`config.mk`:
```
export PLATFORM = sky130hd
export DESIGN_NAME = cpu_alu_sleep_table_ops
export DESIGN_NICKNAME = d
export VERILOG_FILES = /design/src/hdl/cpu_alu_pkg.sv /design/src/hdl/alu_core.sv /design/src/hdl/cpu_alu_sleep_table_ops.sv
export SDC_FILE = /design/constraint.sdc
export NUM_CORES = 1
export LEC_CHECK = 0
export BUFFER_PORTS_ARGS = -buffer_cell sky130_fd_sc_hd__buf_2
export CAP_MARGIN = 10
export CORE_ASPECT_RATIO = 1.2
export CORE_UTILIZATION = 42
export DETAILED_ROUTE_END_ITERATION = 8
export SETUP_SLACK_MARGIN = 0.3
export SYNTH_ARGS = -nofsm -noshare
export SYNTH_HDL_FRONTEND = slang
export SYNTH_SLANG_ARGS = --single-unit
```
`constraint.sdc`:
```
create_clock -name clk_i -period 3.6 [get_ports clk_i]
set_input_delay 0.36 -clock clk_i [delete_from_list [all_inputs] [get_ports clk_i]]
set_output_delay 0.36 -clock clk_i [all_outputs]
set_load 0.005 [all_outputs]
```
`src/hdl/cpu_alu_pkg.sv`:
```
package cpu_alu_pkg;

	// ==========================================================
	// Operation codes written into the command register
	localparam logic [3:0] OP_NOP    = 4'h0;
	localparam logic [3:0] OP_SLEEP  = 4'h1;
	localparam logic [3:0] OP_SBC    = 4'h2; // subtract_with_borrow_reg
	localparam logic [3:0] OP_SUB    = 4'h3; // subtract_acc_from_reg
	localparam logic [3:0] OP_SUBI   = 4'h4; // subtract_acc_from_literal
	localparam logic [3:0] OP_SWAP   = 4'h5; // nibble_swap_reg
	localparam logic [3:0] OP_TBL    = 4'h6; // table_lookup_jump
	localparam logic [3:0] OP_XOR    = 4'h7; // xor_acc_with_reg
	localparam logic [3:0] OP_XORI   = 4'h8; // xor_literal_into_acc
	localparam logic [3:0] OP_PAGE   = 4'h9; // page_select_buffer load
	localparam logic [3:0] OP_WAKE   = 4'hA;

	// ==========================================================
	// Register byte offsets
	localparam logic [7:0] OFS_CMD    = 8'h00;
	localparam logic [7:0] OFS_ACC    = 8'h04;
	localparam logic [7:0] OFS_STATUS = 8'h08;
	localparam logic [7:0] OFS_RESULT = 8'h0C;
	localparam logic [7:0] OFS_PC     = 8'h10;
	localparam logic [7:0] OFS_PAGE   = 8'h14;
	localparam logic [7:0] OFS_WDT    = 8'h18;

	// ==========================================================
	// Command register fields
	localparam int CMD_OP_LSB   = 0;
	localparam int CMD_DEST_BIT = 4;
	localparam int CMD_VAL_LSB  = 8;
	localparam int CMD_PAGE_LSB = 16;

	// Status and result register fields
	localparam int ST_C     = 0;
	localparam int ST_DC    = 1;
	localparam int ST_Z     = 2;
	localparam int ST_PD    = 3;
	localparam int ST_TO    = 4;
	localparam int ST_SLEEP = 5;
	localparam int RES_WB   = 8;

	// ==========================================================
	// Reset values and sizes
	localparam logic [7:0]  ACC_RST   = 8'h00;
	localparam logic [11:0] PC_RST    = 12'h000;
	localparam logic [1:0]  PAGE_RST  = 2'h0;
	localparam logic        TO_RST    = 1'b1;
	localparam logic        PD_RST    = 1'b1;
	localparam logic [2:0]  HSIZE_WORD = 3'h2;
	localparam int          PRESCALE_W = 8;
	localparam int          WDT_W      = 8;

	typedef enum logic {RUN, HALTED} run_state_type;

endpackage

```
`src/hdl/alu_core.sv`:
```
`timescale 1ns/1ps
`default_nettype none
module alu_core
	import cpu_alu_pkg::*;
(
	input  wire logic [3:0] op_i,      // Operation code
	input  wire logic [7:0] acc_i,     // Accumulator value
	input  wire logic [7:0] operand_i, // Register value or literal
	input  wire logic       carry_i,   // Current carry flag
	input  wire logic [7:0] pc_lo_i,   // Program counter low byte
	output logic      [7:0] result_o,  // Eight-bit result
	output logic            carry_o,   // Carry out, high when no borrow
	output logic            digit_o,   // Carry out of bit 3
	output logic            zero_o,    // Result is zero
	output logic            upd_cdc_o, // Operation affects carry and digit carry
	output logic            upd_z_o    // Operation affects zero flag
);
	// ==========================================================
	// Operand selection
	// Subtraction reuses the adder: x plus inverted accumulator plus carry in
	wire is_sbc   = (op_i == OP_SBC);
	wire is_sub   = (op_i == OP_SUB) | (op_i == OP_SUBI);
	wire is_tbl   = (op_i == OP_TBL);
	wire is_xor   = (op_i == OP_XOR) | (op_i == OP_XORI);
	wire is_swap  = (op_i == OP_SWAP);
	wire [7:0] x  = is_tbl ? pc_lo_i : operand_i;
	wire [7:0] y  = (is_sbc | is_sub) ? ~acc_i : acc_i;
	wire       ci = is_sbc ? carry_i : is_sub;

	// ==========================================================
	// Adder and nibble adder
	wire [8:0] sum9 = {1'b0, x} + {1'b0, y} + {8'h00, ci};
	wire [4:0] nib5 = {1'b0, x[3:0]} + {1'b0, y[3:0]} + {4'h0, ci};

	// ==========================================================
	// Result and flag selection
	assign result_o  = is_xor ? (acc_i ^ operand_i) :
	                   is_swap ? {operand_i[3:0], operand_i[7:4]} : sum9[7:0];
	assign carry_o   = sum9[8];
	assign digit_o   = nib5[4];
	assign zero_o    = (result_o == 8'h00);
	assign upd_cdc_o = is_sbc | is_sub | is_tbl;
	assign upd_z_o   = is_sbc | is_sub | is_tbl | is_xor;
endmodule
`default_nettype wire

```
`src/hdl/cpu_alu_sleep_table_ops.sv`:
```
`timescale 1ns/1ps
`default_nettype none
module cpu_alu_sleep_table_ops
	import cpu_alu_pkg::*;
#(
	parameter int PRESCALE_WIDTH = cpu_alu_pkg::PRESCALE_W, // Watchdog prescaler width
	parameter int WDT_WIDTH      = cpu_alu_pkg::WDT_W       // Watchdog counter width
)(
	input  wire logic        clk_i,       // 200 MHz core clock
	input  wire logic        reset_i,     // Asynchronous reset, active high
	input  wire logic        clk_en_i,    // Freezes all state while low
	input  wire logic        hsel_i,      // AHB slave select
	input  wire logic [31:0] haddr_i,     // AHB address
	input  wire logic [1:0]  htrans_i,    // AHB transfer type
	input  wire logic        hwrite_i,    // AHB write
	input  wire logic [2:0]  hsize_i,     // AHB size
	input  wire logic [31:0] hwdata_i,    // AHB write data
	input  wire logic        hready_i,    // AHB bus ready
	output logic      [31:0] hrdata_o,    // AHB read data
	output logic             hreadyout_o, // AHB slave ready
	output logic             hresp_o,     // AHB response, always OKAY
	output logic             sleep_o,     // Processor halted in sleep
	output logic [7:0]       acc_o        // Working accumulator
);
	import cpu_alu_pkg::*;

	// ==========================================================
	// State
	run_state_type              state_ff;
	logic [7:0]                 acc_ff;
	logic [7:0]                 result_ff;
	logic                       wb_ff;
	logic                       c_ff;
	logic                       dc_ff;
	logic                       z_ff;
	logic                       to_ff;
	logic                       pd_ff;
	logic [11:0]                pc_ff;
	logic [1:0]                 page_ff;
	logic [PRESCALE_WIDTH-1:0]  pres_ff;
	logic [WDT_WIDTH-1:0]       wdt_ff;
	logic                       wr_pend_ff;
	logic [7:0]                 wr_addr_ff;
	logic [31:0]                hrdata_ff;

	// ==========================================================
	// Bus address phase decode
	// Only whole-word writes are acted upon; other writes complete with no effect, reads of any size return data
	wire        access_go = hsel_i & hready_i & htrans_i[1];
	wire        word_acc  = (hsize_i == HSIZE_WORD);
	wire        rd_go     = access_go & ~hwrite_i;
	wire        wr_go     = access_go & hwrite_i & word_acc;
	wire [7:0]  rd_addr   = haddr_i[7:0];
	wire        hi_zero   = (haddr_i[31:8] == 24'h000000);

	// ==========================================================
	// Read data selection, unmapped offsets read as zero
	wire [31:0] status_w = {26'h0, (state_ff == HALTED), to_ff, pd_ff, z_ff, dc_ff, c_ff};
	wire [31:0] rd_mux =
		~hi_zero              ? 32'h00000000 :
		(rd_addr == OFS_ACC)    ? {24'h0, acc_ff} :
		(rd_addr == OFS_STATUS) ? status_w :
		(rd_addr == OFS_RESULT) ? {23'h0, wb_ff, result_ff} :
		(rd_addr == OFS_PC)     ? {20'h0, pc_ff} :
		(rd_addr == OFS_PAGE)   ? {30'h0, page_ff} :
		(rd_addr == OFS_WDT)    ? {{(32-WDT_WIDTH){1'b0}}, wdt_ff} :
		32'h00000000;

	// ==========================================================
	// Data phase write decode
	wire sw_cmd    = wr_pend_ff & (wr_addr_ff == OFS_CMD);
	wire sw_acc    = wr_pend_ff & (wr_addr_ff == OFS_ACC);
	wire sw_status = wr_pend_ff & (wr_addr_ff == OFS_STATUS);
	wire sw_pc     = wr_pend_ff & (wr_addr_ff == OFS_PC);

	// ==========================================================
	// Command fields
	wire [3:0] op_w      = hwdata_i[CMD_OP_LSB +: 4];
	wire       dest_w    = hwdata_i[CMD_DEST_BIT];
	wire [7:0] operand_w = hwdata_i[CMD_VAL_LSB +: 8];
	wire [1:0] page_lit  = hwdata_i[CMD_PAGE_LSB +: 2];

	// While halted only the wake command is obeyed
	wire running   = (state_ff == RUN);
	wire exec_ok   = sw_cmd & (running | (op_w == OP_WAKE));
	wire ex_sleep  = exec_ok & (op_w == OP_SLEEP);
	wire ex_tbl    = exec_ok & (op_w == OP_TBL);
	wire ex_page   = exec_ok & (op_w == OP_PAGE);
	wire ex_wake   = exec_ok & (op_w == OP_WAKE);
	wire imm_op    = (op_w == OP_SUBI) | (op_w == OP_XORI);
	wire reg_op    = (op_w == OP_SBC) | (op_w == OP_SUB) |
	                 (op_w == OP_SWAP) | (op_w == OP_XOR);
	wire ex_result = exec_ok & (imm_op | reg_op);
	wire to_acc    = imm_op | (reg_op & ~dest_w);

	// ==========================================================
	// Arithmetic unit
	logic [7:0] alu_res;
	logic       alu_c;
	logic       alu_dc;
	logic       alu_z;
	logic       alu_upd_cdc;
	logic       alu_upd_z;

	alu_core u_alu (
		.op_i      (op_w),
		.acc_i     (acc_ff),
		.operand_i (operand_w),
		.carry_i   (c_ff),
		.pc_lo_i   (pc_ff[7:0]),
		.result_o  (alu_res),
		.carry_o   (alu_c),
		.digit_o   (alu_dc),
		.zero_o    (alu_z),
		.upd_cdc_o (alu_upd_cdc),
		.upd_z_o   (alu_upd_z)
	);

	// ==========================================================
	// Watchdog: prescaler wraps advance the counter, full wrap is a timeout
	wire pres_full = &pres_ff;
	wire wdt_ovf   = pres_full & (&wdt_ff);
	wire [PRESCALE_WIDTH-1:0] nxt_pres = ex_sleep ? '0 : pres_ff + 1'b1;
	wire [WDT_WIDTH-1:0]      nxt_wdt  = ex_sleep ? '0 :
	                                     pres_full ? wdt_ff + 1'b1 : wdt_ff;

	// ==========================================================
	// Next values of accumulator, result and flags
	wire [7:0] nxt_acc = sw_acc ? hwdata_i[7:0] :
	                     (ex_result & to_acc) ? alu_res : acc_ff;
	wire       upd_cdc = exec_ok & alu_upd_cdc;
	wire       upd_z   = exec_ok & alu_upd_z;
	wire       nxt_c   = upd_cdc ? alu_c : sw_status ? hwdata_i[ST_C] : c_ff;
	wire       nxt_dc  = upd_cdc ? alu_dc : sw_status ? hwdata_i[ST_DC] : dc_ff;
	wire       nxt_z   = upd_z ? alu_z : sw_status ? hwdata_i[ST_Z] : z_ff;
	// Sleep sets timeout; a watchdog expiry clears it, sleep wins if both
	wire       nxt_to  = ex_sleep ? 1'b1 : wdt_ovf ? 1'b0 : to_ff;
	wire       nxt_pd  = ex_sleep ? 1'b0 : pd_ff;

	// ==========================================================
	// Program counter and page bits
	wire [11:0] nxt_pc   = ex_tbl ? {page_ff, pc_ff[9:8], alu_res} :
	                       sw_pc ? hwdata_i[11:0] : pc_ff;
	wire [1:0]  nxt_page = ex_page ? page_lit : page_ff;

	// ==========================================================
	// Run state: sleep halts, wake command or watchdog expiry resumes
	run_state_type nxt_state;
	always_comb
	begin
		nxt_state = state_ff;
		unique case (state_ff)
			RUN:
			begin
				if (ex_sleep)
					nxt_state = HALTED;
			end
			HALTED:
			begin
				if (ex_wake | wdt_ovf)
					nxt_state = RUN;
			end
		endcase
	end

	// ==========================================================
	// Bus pipeline registers
	always_ff @(posedge clk_i or posedge reset_i)
	begin
		if (reset_i)
		begin
			wr_pend_ff <= 1'b0;
			wr_addr_ff <= 8'h00;
			hrdata_ff  <= 32'h00000000;
		end
		else if (clk_en_i)
		begin
			wr_pend_ff <= wr_go & hi_zero;
			wr_addr_ff <= haddr_i[7:0];
			hrdata_ff  <= rd_go ? rd_mux : 32'h00000000;
		end
	end

	// ==========================================================
	// Datapath registers
	always_ff @(posedge clk_i or posedge reset_i)
	begin
		if (reset_i)
		begin
			acc_ff  <= ACC_RST;
			c_ff    <= 1'b0;
			dc_ff   <= 1'b0;
			z_ff    <= 1'b0;
			to_ff   <= TO_RST;
			pd_ff   <= PD_RST;
			pc_ff   <= PC_RST;
			page_ff <= PAGE_RST;
		end
		else if (clk_en_i)
		begin
			acc_ff  <= nxt_acc;
			c_ff    <= nxt_c;
			dc_ff   <= nxt_dc;
			z_ff    <= nxt_z;
			to_ff   <= nxt_to;
			pd_ff   <= nxt_pd;
			pc_ff   <= nxt_pc;
			page_ff <= nxt_page;
		end
	end

	// ==========================================================
	// Register-file write-back value, held until the next register-destination result
	always_ff @(posedge clk_i or posedge reset_i)
	begin
		if (reset_i)
		begin
			result_ff <= 8'h00;
			wb_ff     <= 1'b0;
		end
		else if (clk_en_i && ex_result)
		begin
			result_ff <= to_acc ? result_ff : alu_res;
			wb_ff     <= ~to_acc;
		end
	end

	// ==========================================================
	// Watchdog and run state
	always_ff @(posedge clk_i or posedge reset_i)
	begin
		if (reset_i)
		begin
			pres_ff  <= '0;
			wdt_ff   <= '0;
			state_ff <= RUN;
		end
		else if (clk_en_i)
		begin
			pres_ff  <= nxt_pres;
			wdt_ff   <= nxt_wdt;
			state_ff <= nxt_state;
		end
	end

	// ==========================================================
	// Outputs: read data, sleep and accumulator from flip-flops, ready and response tied constant
	assign hrdata_o    = hrdata_ff;
	assign hreadyout_o = 1'b1;
	assign hresp_o     = 1'b0;
	assign sleep_o     = (state_ff == HALTED);
	assign acc_o       = acc_ff;

	// ==========================================================
	// Checks
	// Expected values computed from the operands of the cycle that executes
	wire [7:0] exp_sbc  = operand_w + ~acc_ff + {7'h00, c_ff};
	wire [8:0] exp_sub9 = {1'b0, operand_w} - {1'b0, acc_ff};
	wire [7:0] exp_xor  = operand_w ^ acc_ff;
	wire [7:0] exp_tbl  = pc_ff[7:0] + acc_ff;

	a_sleep_flags: assert property (@(posedge clk_i) disable iff (reset_i)
		(clk_en_i && ex_sleep) |=> (to_ff && !pd_ff))
		else $error("sleep did not set timeout and clear powerdown");

	a_sleep_wdt_clear: assert property (@(posedge clk_i) disable iff (reset_i)
		(clk_en_i && ex_sleep) |=> (wdt_ff == '0) && (pres_ff == '0))
		else $error("sleep did not clear watchdog and prescaler");

	a_sleep_halts: assert property (@(posedge clk_i) disable iff (reset_i)
		(clk_en_i && ex_sleep) |=> sleep_o)
		else $error("sleep did not halt");

	a_dest_register: assert property (@(posedge clk_i) disable iff (reset_i)
		(clk_en_i && exec_ok && reg_op && dest_w) |=> ($stable(acc_ff) && wb_ff))
		else $error("register destination touched the accumulator");

	a_sbc_value: assert property (@(posedge clk_i) disable iff (reset_i)
		(clk_en_i && exec_ok && op_w == OP_SBC && !dest_w) |=> (acc_ff == $past(exp_sbc)))
		else $error("subtract with borrow result wrong");

	a_sub_borrow: assert property (@(posedge clk_i) disable iff (reset_i)
		(clk_en_i && exec_ok && op_w == OP_SUB)
		|=> (c_ff == !$past(exp_sub9[8])) && (z_ff == ($past(exp_sub9[7:0]) == 8'h00)))
		else $error("subtract carry or zero wrong");

	a_subi_to_acc: assert property (@(posedge clk_i) disable iff (reset_i)
		(clk_en_i && exec_ok && op_w == OP_SUBI) |=> (acc_ff == $past(exp_sub9[7:0])))
		else $error("literal subtract did not reach the accumulator");

	a_swap_keeps_flags: assert property (@(posedge clk_i) disable iff (reset_i)
		(clk_en_i && exec_ok && op_w == OP_SWAP && !sw_status)
		|=> $stable(c_ff) && $stable(dc_ff) && $stable(z_ff))
		else $error("nibble swap changed a flag");

	a_table_pc: assert property (@(posedge clk_i) disable iff (reset_i)
		(clk_en_i && ex_tbl)
		|=> (pc_ff[7:0] == $past(exp_tbl)) && (pc_ff[9:8] == $past(pc_ff[9:8]))
		    && (pc_ff[11:10] == $past(page_ff)))
		else $error("table look-up program counter wrong");

	a_xor_reg_dest: assert property (@(posedge clk_i) disable iff (reset_i)
		(clk_en_i && exec_ok && op_w == OP_XOR && dest_w) |=> (result_ff == $past(exp_xor)))
		else $error("register exclusive-OR result wrong");

	a_xori_zero: assert property (@(posedge clk_i) disable iff (reset_i)
		(clk_en_i && exec_ok && op_w == OP_XORI)
		|=> (z_ff == (acc_ff == 8'h00)) && (acc_ff == $past(exp_xor)))
		else $error("literal exclusive-OR result or zero flag wrong");

	a_page_load: assert property (@(posedge clk_i) disable iff (reset_i)
		(clk_en_i && ex_page) |=> (page_ff == $past(page_lit)))
		else $error("page bits not loaded");

	a_halt_ignores: assert property (@(posedge clk_i) disable iff (reset_i)
		(clk_en_i && sleep_o && sw_cmd && op_w != OP_WAKE && !sw_acc) |=> $stable(acc_ff))
		else $error("halted core executed a command");
endmodule
`default_nettype wire

```
# After elaboration in Yosys (flattened, before gate mapping)
# Index checks and enable logic that the tools add are counted.
[word_totals] register_bits=94 input_bits=75 output_inout_bits=43 elab_cells=137
[op_classes] n_addsub=6 eq_ne=20 mux=31 bitwise_logic=41 n_reduce_logical=22
[ops] op="12-bit 2-to-1 mux" count=8
[ops] op="8-bit 2-to-1 mux" count=11
[ops] op="8-bit by 5-bit == test with 1-bit output, second input constant" count=4
[ops] op="8-bit by 4-bit == test with 1-bit output, second input constant" count=3
[ops] op="24-bit logical NOT" count=1
[ops] op="1-bit bitwise AND" count=21
[ops] op="2-bit AND reduction" count=9
[ops] op="8-bit by 1-bit adder with 8-bit output, second input constant" count=2
[ops] op="4-bit by 3-bit == test with 1-bit output, second input constant" count=4
[ops] op="8-bit by 3-bit == test with 1-bit output, second input constant" count=2
[ops] op="8-bit logical NOT" count=2
[ops] op="8-bit AND reduction" count=2
[ops] op="1-bit OR" count=13
[ops] op="4-bit == test, second input constant" count=3
[ops] op="2-bit nonzero test" count=6
[ops] op="1-bit 2-to-1 mux" count=11
[ops] op="8-bit by 8-bit adder with 9-bit output" count=1
[ops] op="9-bit by 1-bit adder with 9-bit output" count=1
[ops] op="4-bit by 2-bit == test with 1-bit output, second input constant" count=2
[ops] op="8-bit NOT" count=1
[ops] op="8-bit XOR" count=1
[ops] op="4-bit by 4-bit adder with 5-bit output" count=1
[ops] op="5-bit by 1-bit adder with 5-bit output" count=1
[ops] op="1-bit NOT" count=5
[ops] op="5 further kinds" count=5

# Logic depth before layout (Yosys ltp)
[depth] word_depth=10 depth_mapped=13 depth_no_buf=12

# Hierarchy
# Synthesis repeated with hierarchy kept, for this count alone.
[hier_totals] hier_cells=478 area_unflattened_um2=4822.1
[by_module_without_submodules] module="cpu_alu_sleep_table_ops" n_inst=1 cells_each=377 area_each_um2=4001.3 seq_area_each_um2=1854.3
[by_module_without_submodules] module="alu_core" n_inst=1 cells_each=101 area_each_um2=820.8 seq_area_each_um2=0.0

# Worst setup path before layout
# OpenSTA, ideal clock, no wires.
[synth_timing] path_type="input to register" from="in hwdata_i[1]" to="reg acc_ff[6], in the netlist acc_o[6]" setup_time_ns=0.125 arrival_time_ns=3.492 required_time_ns=3.475 path_slack_ns=-0.016 cell_stages=13 n_path_buf=1 path_cell_list="clkbuf_1 -> nor2_1 -> nand2_1 -> a21oi_1 -> xnor2_1 -> fa_1 -> fa_1 -> nor2b_1 -> o21bai_1 -> a2111oi_0 -> or3b_2 -> o21ai_0 -> mux2_2"
[synth_via] elab_chain_cells=10 word_cells_on_any_way=33 classes_between="2 x add/sub; 8 x eq/ne; 7 x mux; 14 x bitwise; 2 x reduce/logical"
[synth_lines] element="start: declaration" line_no="cpu_alu_sleep_table_ops.sv:17" text="input wire logic [31:0] hwdata_i,"
[synth_lines] element="4-bit by 2-bit == test with 1-bit output / 4-bit by 3-bit == test with 1-bit output (equally long branches)" line_no="alu_core.sv:22, cpu_alu_sleep_table_ops.sv:91, cpu_alu_sleep_table_ops.sv:90"
[synth_lines] element="1-bit OR" line_no="alu_core.sv:22" text="wire is_sub = (op_i == OP_SUB) | (op_i == OP_SUBI);"
[synth_lines] element="1-bit OR" line_no="alu_core.sv:27" text="wire [7:0] y = (is_sbc | is_sub) ? ~acc_i : acc_i;"
[synth_lines] element="8-bit 2-to-1 mux" line_no="alu_core.sv:27"
[synth_lines] element="8-bit by 8-bit adder with 9-bit output" line_no="alu_core.sv:32" text="wire [8:0] sum9 = {1'b0, x} + {1'b0, y} + {8'h00, ci};"
[synth_lines] element="9-bit by 1-bit adder with 9-bit output" line_no="alu_core.sv:32"
[synth_lines] element="8-bit 2-to-1 mux" line_no="alu_core.sv:38" text="is_swap ? {operand_i[3:0], operand_i[7:4]} : sum9[7:0];"
[synth_lines] element="8-bit 2-to-1 mux" line_no="alu_core.sv:37" text="assign result_o = is_xor ? (acc_i ^ operand_i) :"
[synth_lines] element="8-bit 2-to-1 mux" line_no="cpu_alu_sleep_table_ops.sv:130" text="(ex_result & to_acc) ? alu_res : acc_ff;"
[synth_lines] element="8-bit 2-to-1 mux" line_no="cpu_alu_sleep_table_ops.sv:129" text="wire [7:0] nxt_acc = sw_acc ? hwdata_i[7:0] :"
[synth_lines] element="end signal: assignment" line_no="cpu_alu_sleep_table_ops.sv:201" text="acc_ff <= nxt_acc;"
[synth_lines] element="end: declaration" line_no="cpu_alu_sleep_table_ops.sv:30" text="logic [7:0] acc_ff;"
# Several ways; a longest one is shown, not always the timed one. The select of a mux whose other input is x is not followed.
# A chain may end at the register's enable or synchronous reset.

# Worst setup path after layout
[layout_timing] from="in hwdata_i[2]" to="reg acc_ff[6], in the netlist acc_o[6]"
# Same word-level chain as after synthesis.

==> metrics list <==
- Delay of the slowest cell on the worst path: 480 ps
- After filler insertion, the fill cell instance count of the layout stands at 1139.
* Worst path cell trace: buf_2 > buf_4 > nand2_1 > a21oi_4 > xnor2_1 > fa_1 > fa_1 > nor2b_1 > o21bai_1 > a2111oi_1 > or3b_2 > o21ai_0 > mux2_2
* Routed wl met3: 483 um
* Maximum frequency from static timing analysis: 318 MHz
- Data arrival, critical path: 3360 ps
- In this run the post-CTS setup repair buffer count came out at 0.
* Number of unique standard cell types used by synthesis: 68
* Pin count of the biggest net entering global routing: 51
- Dividing the detail-routed wire length by the instance count gives roughly 18 um.
* Vias in the first global route: 4255
- Final critical-path share of the clock period: 0.872
- Initial antenna violation count: 0
- Primary flip-flop cell chosen by synthesis mapping: sky130_fd_sc_hd__dfrtp_1
- Setup violations remaining at the end of the flow were counted as 0.
- Each instance of the synthesized netlist takes up on average 9.29 um2.
* Antenna cells: 0
- Hold Slack: around 69 ps
- Category of the worst setup path capture point: flop
* Height of the die: roughly 120 um
* Number of max-slew violations in the final report: 0
- Area contributors post-synth: sky130_fd_sc_hd__dfrtp_1, sky130_fd_sc_hd__mux2_2, sky130_fd_sc_hd__xor2_1, sky130_fd_sc_hd__buf_4, sky130_fd_sc_hd__nand2_1
- The die covers ~0.012 mm2.
* Worst path most repeated cell: sky130_fd_sc_hd__fa_1
- Kind of start point of the critical path: input pin
- Overall routing resource usage: 0.247
- Launching element of the worst setup path: hwdata_i[2]
- Area of the core: 0.0115 mm2
- The routed design could run at a clock period as short as 3140 ps.
- After detailed routing, the total wire length is about 14000 um.
* Clock tree from TritonCTS: yes
* Worst Hold Class: input pin to asynchronous set/reset pin
* First DRT Iteration DRCs: 255
- Clk_skew: 5.68 ps
- CTS placed an instance of sky130_fd_sc_hd__clkbuf_16 at the clock tree root.
* Register area share after synthesis: 0.374
* End of the critical path: acc_o[6]$_DFFE_PP0P_
- Of the post-synthesis cell area, the dominant cell type holds 0.363.
- Number of cells on the worst reg-to-reg path: 9
- I/O pin count: around 120
- Final-layout setup total negative slack: 0 ps
* Most instantiated library cell after synthesis: sky130_fd_sc_hd__dfrtp_1
* Std cell rows: 43
- Initial core utilization: 0.431
* Switching power: 660 uW
- Detailed placement finished with a half-perimeter wire length of 11000 um.
- Drt pass-1 iters: 5
- Summing every instance area after synthesis gives 0.00496 mm2.
* Total routed wire length on the met1 layer: 6360 um
- After global routing the overflow that remains totals 0.
* FF-to-FF Start: acc_o[0]$_DFFE_PP0P_
- The flow ran to the end, and the final reports show no timing, DRC or antenna violations.
* IO Port Bufs: 80
- CTS built an H-tree with a depth of 3.
- The congestion estimate from routability-driven global placement came to between 0.9 and 1.
- Post-CTS Resized: 0
- Sequential fraction of design power: 0.427
- Across the VDD grid, the largest voltage drop is ~0.00027 V.
* Horizontal extent of the die: 101 um
- DRC violation count after routing: 0
- For flop-to-flop paths, the worst setup slack is 610 ps.
- Hold-fix buffers, CTS: 0
- Internal power: 1530 uW
* Wire length on met2: a little over 7000 um
- After detailed routing, no signal wire sits above met4.
* Layout cells sized above 1: 0.255
* Reg clk slew, reported paths: 60 ps
- The routed layout has 4449 vias.
* Number of nets with antenna violations after detailed routing: 0
- Mean number of vias per cell: 5.70
- Library cell occupying the most area in the post-synthesis netlist: sky130_fd_sc_hd__dfrtp_1
- The first global-routing pass estimated ~23000 um of wire.
- Max-slew headroom at the worst pin: 0.499
- The final layout contains 704 nets.
- Top cells by instance count after synthesis: sky130_fd_sc_hd__dfrtp_1, sky130_fd_sc_hd__nand2_1, sky130_fd_sc_hd__nor2_1, sky130_fd_sc_hd__a21oi_1, sky130_fd_sc_hd__o21ai_0
- Of the total power, the clock network draws 0.380.
- The critical path is of the input pin to flop type.
- Slowest cell on crit path: sky130_fd_sc_hd__fa_1
- Maximum number of buffers from clock root to sink: 2
- Across the run, the number of max-cap violations was 0.
- Core utilization of the finished layout: 0.505
- Count of flip-flops with a built-in enable after synthesis: 0
- The number of clock buffers added by TritonCTS is 9.
- Hold Vio Cnt, Final: 0
* Synthesis-stage register bit count: 74
- Clock Sink Count: 74
- Total leakage power: roughly 0.0027 uW
* Fraction of registers with async set/reset: 1.00
- Setup repair after global routing left no endpoint under its margin.
* Total number of yosys warnings: 0
* Required time of the worst setup path: 3820 ps
- Of all nets on the critical path, the largest fanout is 9.
- Of the total power, the share spent switching nets is 0.301.
- Mapped Cells: 534
* Share of total power in combinational logic: 0.193
- Growth of design area from synthesis to finish: 17.1%
- Pin slew with the least headroom to its limit: 748 ps
- Clock latency at the later pin of the worst-skew pair: 340 ps
- The worst register-to-register path ends at acc_o[6]$_DFFE_PP0P_.
- Dividing total power by cell area gives a power density of 377 mW/mm2.
layout by cell type (no fill, tap or decap), drive strengths merged, types with 7 or more instances in the layout:
cell type	instances
buf	100
dfrtp	72
nand2	44
nor2	40
a21oi	31
o21ai	28
mux2	25
conb	22
xor2	20
a22o	15
mux2i	13
inv	13
nand2b	10
nand4	10
xnor2	10
o22ai	10
nor4	10
nor2b	9
a211oi	9
ha	9
clkbuf	9
a21o	7
nand3	7
a31oi	7
nor4b	7
o31ai	7
metal layers:
layer | vias up | global-route usage
li1 | 2099 | -
met1 | 2210 | 0.328
met2 | 119 | 0.407
met3 | 21 | 0.0323
met4 | 0 | 0.0987
met5 | - | 0
worst min-delay path by stage:
| stage | start | endpoint | slack (ps) | cells past startpoint |
|---|---|---|---|---|
| 5_1_grt | reset_i | wr_addr_ff[1]$_DFFE_PP0P_ | 120 | 2 |
| 6_report | reset_i | pres_ff[7]$_DFFE_PP0P_ | 70 | 2 |
| 4_1_cts | reset_i | wr_addr_ff[1]$_DFFE_PP0P_ | 90 | 2 |
| 2_1_floorplan | result_ff[0]$_DFFE_PP0P_ | result_ff[0]$_DFFE_PP0P_ | 440 | 2 |
| 3_5_place_dp | reset_i | wr_addr_ff[1]$_DFFE_PP0P_ | 450 | 2 |
| 3_3_place_gp | reset_i | pres_ff[3]$_DFFE_PP0P_ | 430 | 2 |
sequential cells by signal, indices dropped and copies added (netlist names):
| register | count |
|---|---|
| result_ff | 8 |
| sleep_o | 1 |
| pres_ff | 8 |
| pd_ff | 1 |
| page_ff | 2 |
| wb_ff | 1 |
| wr_addr_ff | 8 |
| acc_o | 8 |
| wr_pend_ff | 1 |
| hrdata_o | 12 |
| dc_ff | 1 |
| z_ff | 1 |
| wdt_ff | 8 |
| c_ff | 1 |
| pc_ff | 12 |
| to_ff | 1 |
worst max-delay path: cells and delay by family:
kind,cells,cell delay (ps)
AOI/OAI and AO/OA,4,770
xor gates and xnor gates,1,100
adders and majority gates,2,940
buffers and inverters,2,330
muxes,1,270
and+or+nand+nor,3,560
area by class of cell:
type	count	area, um2	share of cell area
Tap cell	157	196	0.0338
Inverter	12	45.0	0.00775
Multi-Input combinational cell	421	2890	0.497
Clock inverter	7	53.8	0.00926
Timing Repair Buffer	100	551	0.0947
Clock buffer	9	225	0.0388
Sequential cell	74	1850	0.319
cells by family after synthesis:
| kind of cell | after synthesis | share of synthesized area |
|---|---|---|
| other | 2 | 0.00151 |
| AOI/OAI and AO/OA | 146 | 0.205 |
| muxes | 38 | 0.0830 |
| buffers and inverters | 59 | 0.0636 |
| xor gates and xnor gates | 30 | 0.0530 |
| DFF | 74 | 0.374 |
| adders and majority gates | 11 | 0.0308 |
| and+or+nand+nor | 174 | 0.190 |
power groups by stage:
stage | clock network, uW | registers, uW | logic, uW
3_5_place_dp | 0 | 949 | 416
4_1_cts | 853 | 934 | 419
3_3_place_gp | 0 | 946 | 406
2_1_floorplan | 0 | 934 | 303
5_1_grt | 891 | 944 | 467
6_report | 833 | 935 | 423
per-stage QoR:
step,worst slack [ps],instance area [um2],total power (uW),std cells
final,460,5810,2190,780
after global routing,254,5810,2300,780
after CTS,478,5810,2210,780
after detailed placement,133,5530,1370,764
after global placement,166,5530,1350,764
after floorplan,325,5050,1240,554
Power figures use the tool's default switching activity.
